## config.mk

```make
export PLATFORM = sky130hd
export DESIGN_NAME = epv_unit
export DESIGN_NICKNAME = d
export VERILOG_FILES = /design/src/epv_pkg.sv /design/src/epv_arbiter.sv /design/src/epv_unit.sv
export SDC_FILE = /design/constraint.sdc
export NUM_CORES = 2
export LEC_CHECK = 0
export CAP_MARGIN = 40
export CORE_UTILIZATION = 45
export DETAILED_ROUTE_END_ITERATION = 6
export DONT_BUFFER_PORTS = 1
export PLACE_DENSITY_LB_ADDON = 0.08
export SYNTH_ARGS = -nofsm -noshare
export SYNTH_HDL_FRONTEND = slang
export SYNTH_HIERARCHICAL = 1
export SYNTH_SLANG_ARGS = --single-unit
```

## constraint.sdc

```tcl
create_clock -name clock -period 178.8 [get_ports clock]
set_clock_uncertainty 0.15 [all_clocks]
set_input_delay 17.88 -clock clock [delete_from_list [all_inputs] [get_ports clock]]
set_output_delay 17.88 -clock clock [all_outputs]
set_load 0.05 [all_outputs]
```

## src/epv_pkg.sv

```systemverilog
/*
 Constants and state type for the exception priority and vector unit.
 Assumes one system clock, a synchronous active-high reset, and a core
 that reports its running handler and acknowledges taken exceptions.
*/
package epv_pkg;
    localparam int NUM_IRQ = 44;
    localparam int NUM_VEC = 64;
    localparam int NUM_SYS = 16;
    localparam int VEC_W   = 6;
    localparam int PRIO_W  = 3;
    localparam int RANK_W  = 4;
    localparam int KEY_W   = RANK_W + PRIO_W;

    localparam logic [VEC_W-1:0]  VEC_RESET   = 6'h01;
    localparam logic [VEC_W-1:0]  VEC_NMI     = 6'h02;
    localparam logic [VEC_W-1:0]  VEC_HF      = 6'h03;
    localparam logic [VEC_W-1:0]  IRQ_VEC_OFS = 6'h10;
    localparam logic [31:0]       IRQ_TABLE_OFS = 32'h0000_0040;

    // Interrupt lines 9-13, 32-34 and 37-41 have no source
    localparam logic [NUM_IRQ-1:0] IRQ_VALID_MASK = 44'hc18_ffff_c1ff;
    // Vectors 2-6, 11, 12, 14 and 15 are real core exceptions
    localparam logic [NUM_SYS-1:0] SYS_VALID_MASK = 16'hd87c;

    localparam logic [31:0] BASE_RESET = 32'h0000_0000;
    localparam logic [31:0] BASE_MIN   = 32'h0000_0100;
    localparam logic [31:0] BASE_MAX   = 32'h3fff_ff00;
    localparam logic [31:0] BASE_ALIGN = 32'hffff_ff00;

    localparam logic [PRIO_W-1:0] PRIO_RESET  = 3'h0;
    localparam logic [2:0]        GRP_RESET   = 3'h0;
    localparam logic [2:0]        GRP_SUB_OFS = 3'h4;
    localparam logic [RANK_W-1:0] RANK_RESET  = 4'h0;
    localparam logic [RANK_W-1:0] RANK_NMI    = 4'h1;
    localparam logic [RANK_W-1:0] RANK_HF     = 4'h2;
    localparam logic [RANK_W-1:0] RANK_CFG    = 4'h3;

    typedef struct packed {
        logic [31:0]                     base;
        logic [2:0]                      grp;
        logic [NUM_VEC-1:0][PRIO_W-1:0]  prio;
        logic [NUM_VEC-1:0]              pend;
        logic                            req;
        logic [VEC_W-1:0]                vec;
        logic [31:0]                     addr;
        logic [KEY_W-1:0]                key;
    } epv_state_t;
endpackage

```

## src/epv_arbiter.sv

```systemverilog
/*
 Pending-exception arbiter: picks the smallest key, lowest vector on a tie.
 Assumes keys already hold group rank above subpriority.
*/
`timescale 1ns/1ps
module epv_arbiter import epv_pkg::*; (
    input  wire logic [NUM_VEC-1:0]            pend,
    input  wire logic [NUM_VEC-1:0][KEY_W-1:0] keys,
    output logic                               win_valid,
    output logic [VEC_W-1:0]                   win_vec,
    output logic [KEY_W-1:0]                   win_key
);
    // Ascending scan with strict compare keeps the lower vector on ties
    always_comb begin
        win_valid = 1'b0;
        win_vec   = '0;
        win_key   = '1;
        for (int i = 0; i < NUM_VEC; i++) begin
            if (pend[i] && (!win_valid || keys[i] < win_key)) begin // [RULE8] [RULE11] [RULE15]
                win_valid = 1'b1;
                win_vec   = VEC_W'(i);
                win_key   = keys[i];
            end
        end
    end
endmodule

```

## src/epv_unit.sv

```systemverilog
/*
 Exception priority and vector unit: pending state, priorities, grouping,
 relocatable table base, arbitration and preemption decision.
 Assumes a core that reports its most urgent active handler, pulses an
 acknowledge for the vector it takes, and fetches from exc_addr.
*/
`timescale 1ns/1ps
// What this block and its software must do
// [RULE1] Line k maps to vector k+16
// [RULE2] Reserved interrupt lines never become pending
// [RULE3] Table holds stack top then handlers
// [RULE4] Software sets handler address bit zero
// [RULE5] Table base is zero after reset
// [RULE6] Privileged writes relocate base within range
// [RULE7] Software aligns base to 256 bytes
// [RULE8] Smaller priority value is more urgent
// [RULE9] All configurable priorities reset to zero
// [RULE10] Configurable priorities span zero to seven
// [RULE11] Equal priority: lowest exception number wins
// [RULE12] Only strictly more urgent exceptions preempt
// [RULE13] Grouping control splits group and subpriority
// [RULE14] Preemption compares group priority only
// [RULE15] Subpriority then number orders equal groups
// [RULE16] Non-maskable interrupt fixed at level minus two
// [RULE17] Hard fault fixed at level minus one
// [RULE18] Fetch address is base plus four times vector
module epv_unit import epv_pkg::*; (
    input  wire logic                clock,
    input  wire logic                rst,
    input  wire logic [NUM_IRQ-1:0]  irq_lines,
    input  wire logic [NUM_SYS-1:0]  sys_req,
    input  wire logic                base_wr,
    input  wire logic                base_priv,
    input  wire logic [31:0]         base_data,
    input  wire logic                grp_wr,
    input  wire logic [2:0]          grp_data,
    input  wire logic                prio_wr,
    input  wire logic [VEC_W-1:0]    prio_vec,
    input  wire logic [PRIO_W-1:0]   prio_data,
    input  wire logic                act_valid,
    input  wire logic [VEC_W-1:0]    act_vec,
    input  wire logic                cpu_ack,
    input  wire logic [VEC_W-1:0]    ack_vec,
    output logic                     exc_req,
    output logic [VEC_W-1:0]         exc_vec,
    output logic [31:0]              exc_addr,
    output logic [KEY_W-1:0]         exc_key,
    output logic [31:0]              vector_base_offset_reg,
    output logic [31:0]              sp_addr,
    output logic [NUM_VEC-1:0]       pend_vec
);
    epv_state_t s_q;
    epv_state_t s_d;

    logic [NUM_VEC-1:0]            keys_pend;
    logic [NUM_VEC-1:0][KEY_W-1:0] keys;
    logic [NUM_VEC-1:0]            set_raw;
    logic                          win_valid;
    logic [VEC_W-1:0]              win_vec;
    logic [KEY_W-1:0]              win_key;
    logic [KEY_W-1:0]              act_key;
    logic                          preempt;

    function automatic logic [PRIO_W-1:0] group_mask(input logic [2:0] grp);
        logic [2:0] sub_bits;
        sub_bits = (grp > GRP_SUB_OFS) ? grp - GRP_SUB_OFS : 3'h0;
        return PRIO_W'(3'h7 << sub_bits);
    endfunction

    // Fixed levels sit below the smallest configurable rank
    function automatic logic [KEY_W-1:0] key_of(input logic [VEC_W-1:0] vec,
                                               input logic [PRIO_W-1:0] prio,
                                               input logic [2:0] grp);
        logic [PRIO_W-1:0] gm;
        gm = group_mask(grp);
        if (vec == VEC_NMI) begin
            return {RANK_NMI, 3'h0}; // [RULE16]
        end else if (vec == VEC_HF) begin
            return {RANK_HF, 3'h0}; // [RULE17]
        end else if (vec == VEC_RESET) begin
            return {RANK_RESET, 3'h0};
        end else begin
            return {RANK_W'({1'b0, prio & gm}) + RANK_CFG, prio & ~gm}; // [RULE10] [RULE13]
        end
    endfunction

    function automatic logic configurable(input logic [VEC_W-1:0] vec);
        logic [NUM_VEC-1:0] ok;
        ok = {{(NUM_VEC-NUM_SYS-NUM_IRQ){1'b0}}, IRQ_VALID_MASK, SYS_VALID_MASK};
        return ok[vec] && vec != VEC_NMI && vec != VEC_HF; // [RULE8]
    endfunction

    genvar g;
    generate
        for (g = 0; g < NUM_VEC; g++) begin : g_key
            assign keys[g] = key_of(VEC_W'(g), s_q.prio[g], s_q.grp);
        end
    endgenerate

    // Reserved lines are masked before they can reach pending
    assign set_raw = {{(NUM_VEC-NUM_SYS-NUM_IRQ){1'b0}},
                      irq_lines & IRQ_VALID_MASK, // [RULE1] [RULE2]
                      sys_req & SYS_VALID_MASK};
    assign keys_pend = s_q.pend;
    assign act_key   = keys[act_vec];

    epv_arbiter u_arb (
        .pend      (keys_pend),
        .keys      (keys),
        .win_valid (win_valid),
        .win_vec   (win_vec),
        .win_key   (win_key)
    );

    // Equal group never preempts, whatever the subpriority or number
    assign preempt = win_valid && (!act_valid || win_key[KEY_W-1:PRIO_W] < act_key[KEY_W-1:PRIO_W]); // [RULE12] [RULE14]

    always_comb begin
        s_d = s_q;
        if (grp_wr) begin
            s_d.grp = grp_data; // [RULE13]
        end
        // Out-of-range or unprivileged writes are dropped, the old base stays
        if (base_wr && base_priv && base_data >= BASE_MIN && base_data <= BASE_MAX) begin
            s_d.base = base_data & BASE_ALIGN; // [RULE6] [RULE7]
        end
        if (prio_wr && configurable(prio_vec)) begin
            s_d.prio[prio_vec] = prio_data; // [RULE10]
        end
        if (cpu_ack) begin
            s_d.pend[ack_vec] = 1'b0;
        end
        // Set after clear so an arrival in the ack cycle is kept
        s_d.pend = s_d.pend | set_raw; // [RULE12]
        s_d.req  = preempt && !cpu_ack;
        s_d.vec  = win_vec;
        s_d.key  = win_key;
        s_d.addr = s_q.base + {24'h0, win_vec, 2'b00}; // [RULE1] [RULE3] [RULE18]
    end

    always_ff @(posedge clock) begin
        if (rst) begin
            s_q      <= '0;
            s_q.base <= BASE_RESET; // [RULE5]
            s_q.grp  <= GRP_RESET;
            s_q.prio <= {NUM_VEC{PRIO_RESET}}; // [RULE9]
        end else begin
            s_q <= s_d;
        end
    end

    assign exc_req                = s_q.req;
    assign exc_vec                = s_q.vec;
    assign exc_addr               = s_q.addr;
    assign exc_key                = s_q.key;
    assign vector_base_offset_reg = s_q.base;
    assign sp_addr                = s_q.base; // [RULE3]
    assign pend_vec               = s_q.pend;
endmodule

```

==> flow_metrics.env <==
export IMPL_slew_headroom_pct=35.9
export IMPL_min_from="s_q[264]"
export IMPL_async_flop_share_pct=0
export IMPL_grt_max_degree=311
export IMPL_worstSetupStartpoint="s_q[302]"
export IMPL_cts_setup_buffers=0
export IMPL_synth_seq_cells=312
export IMPL_timing_critical_path_mode_cell="ha_1"
export IMPL_finalNetCount=6327
export IMPL_worst_skew_pair_late_latency_ps=660
export IMPL_hpwl_um=135000
export IMPL_synth_cells=6220
export IMPL_grt_pass1_vias=43900
export IMPL_ys_seq_area_share_pct=13.7
export IMPL_portBuffers=0
export IMPL_place_congestion=0.949
export IMPL_die_w_um=321
export IMPL_dr_first_iter_drc_count=4601
export IMPL_initial_core_util_pct=45.5
export IMPL_max_freq_mhz=7.83
export IMPL_crit_path_end_kind="register"
export IMPL_drc_errors=0
export IMPL_place_ws_ps=54280
export IMPL_gr_total_overflow=0
export IMPL_drv_slew=0
export IMPL_synth_edf_count=0
export IMPL_track_usage_pct=33.2
export IMPL_maxCapViolCount=0
export IMPL_h_tree_depth=2
export IMPL_crit_arrival_ps=128110
export IMPL_worst_pin_slew_ps=953
export IMPL_rows=116
export IMPL_netlist_cell_type_count=185
export IMPL_clockBufferDepth=3
export IMPL_crit_type="register to register"
export IMPL_slowest_stage="a221oi_1"
export IMPL_grt_pass1_wl_um=267000
export IMPL_cpPeakStageDelay_ps=820
export IMPL_hold_violations=0
export IMPL_cp_start_kind="register"
export IMPL_finalCritPeriodShare_pct=71.4
export IMPL_ys_warn_count=6
export IMPL_via_per_inst=6.39
export IMPL_drive_above_1_share_pct=11.1
export IMPL_final_cell_mix="nand2_1 (658), nor2_1 (583), inv_1 (381)"
export IMPL_die_h_um=321
export IMPL_outcome="finished clean"
export IMPL_synthFlopType="dfxtp_1"
export IMPL_ioPinCount=298
export IMPL_required_ps=179230
export IMPL_ant_nets=0
export IMPL_fillerInstances=10300
export IMPL_antenna_found_initial=4
export IMPL_rr_startpoint="s_q[302]"
export IMPL_cts_sinks=312
export IMPL_drt_pass1_iterations=6
export IMPL_cts_root_buf="clkbuf_16"
export IMPL_cts_tree="built"
export IMPL_clkTransAtPathRegs_ps=60
export IMPL_drt_total_wl_um=177000
export IMPL_rsz0062_at_grt="no"
export IMPL_cts_made_buffers=43
export IMPL_die_area_um2=103000
export IMPL_final_common_cell="nand2_1"
export IMPL_areaGrowthSynthToFinish_pct=3.68
export IMPL_path_max_fanout=32
export IMPL_via_count=47300
export IMPL_avgSynthCellArea_um2=7.35
export IMPL_hp_class="register to register"
export IMPL_core_um2=100000
export IMPL_ctsResizeCount=0
export IMPL_setup_tns_ps=0
export IMPL_fin_crit_ps=127680
export IMPL_ctsHoldBuffers=0
export IMPL_setup_ws_ps=51120
export IMPL_setup_viol_count_final=0
export IMPL_syn_area_um2=45700
export IMPL_wl_per_cell_um=24.0
-- metrics by stage --
step	cells	cell area, um^2	util (%)	hold slack, ps
after floorplan	6317	46100	-	293
after global placement	7265	45200	45.0	313
after detailed placement	7314	45800	45.6	320
after CTS	7393	47400	47.2	330
after global routing	7394	47400	47.2	347
final	7400	47400	47.2	326
-- state kept, by name, summed over array words and instances, names as in the netlist --
| signal | cells |
|---|---|
| exc_addr | 25 |
| exc_req | 1 |
| s_q | 186 |
| pend_vec | 64 |
| exc_vec | 5 |
| sp_addr | 24 |
| exc_key | 7 |
-- cells by family (layout without fill, tap and decap cells) --
group,Yosys count,count (layout),synth area share (%)
AO/OA/AOI/OAI,1841,1841,29.8
AND/OR/NAND/NOR,2457,2457,27.4
multiplexers,378,378,10.1
flip-flops,312,312,13.7
other,2,105,0.0164
XOR/XNOR,133,133,2.58
adder cells (fa/ha/maj),253,253,6.66
buffers and inverters,844,564,9.82
-- critical path, delay by kind of cell (launching register included) --
family | cells | cell delay (ps)
AO/OA/AOI/OAI | 257 | 64800
AND/OR/NAND/NOR | 171 | 32990
adder cells (fa/ha/maj) | 66 | 20900
multiplexers | 18 | 5000
buffers and inverters | 19 | 3130
flip-flops | 1 | 310
XOR/XNOR | 1 | 110
-- per-layer routing --
layer	wire length (um)	global-route usage (%)	share of wire, %
met5	43	0	0.024
met1	79000	44.3	45
met3	13400	6.41	7.5
met2	77900	52.4	44
met4	7170	12.7	4.0
-- cells in the mapped netlist, types with 62 or more instances --
library cell	count	area [um^2]
inv_1	381	1430
and3_1	106	663
xnor2_1	68	596
nor2b_1	136	851
ha_1	200	2500
o21ai_1	69	345
clkbuf_1	138	518
a211oi_1	73	548
xor2_1	63	552
nor3_1	129	646
nand2b_1	62	388
o21ai_0	311	1560
dfxtp_1	312	6250
nor2_1	583	2190
a21o_1	73	548
nand2_1	659	2470
a21oi_1	363	1820
and2_1	160	1000
nand3_1	185	926
a31oi_1	75	469
o211ai_1	71	533
buf_4	204	1530
nand4_1	64	400
mux2i_1	240	2400
-- final timing paths --
kind | depth (start not counted) | slack (ps) | endpoint
setup / recovery | 532 | 51120 | exc_req
hold reg to reg | 2 | 330 | s_q[264]
setup reg to reg | 532 | 51120 | exc_req
hold / removal | 2 | 330 | s_q[264]
-- cell type report --
cell class / count / area, um^2 / share of cell area (%)
well taps: 1357 / 1700 / 3.58
inverters: 386 / 1450 / 3.06
clock buffers: 52 / 1180 / 2.49
repair buffers: 99 / 975 / 2.06
clock inverters: 27 / 415 / 0.877
multi-input cells: 5161 / 35400 / 74.7
flip-flops and latches: 312 / 6250 / 13.2
diodes: 6 / 15.0 / 0.0317
Power is left out: the tool's default activity adds up to more than one toggle a clock period on the data nets, which glitch-free logic cannot reach.
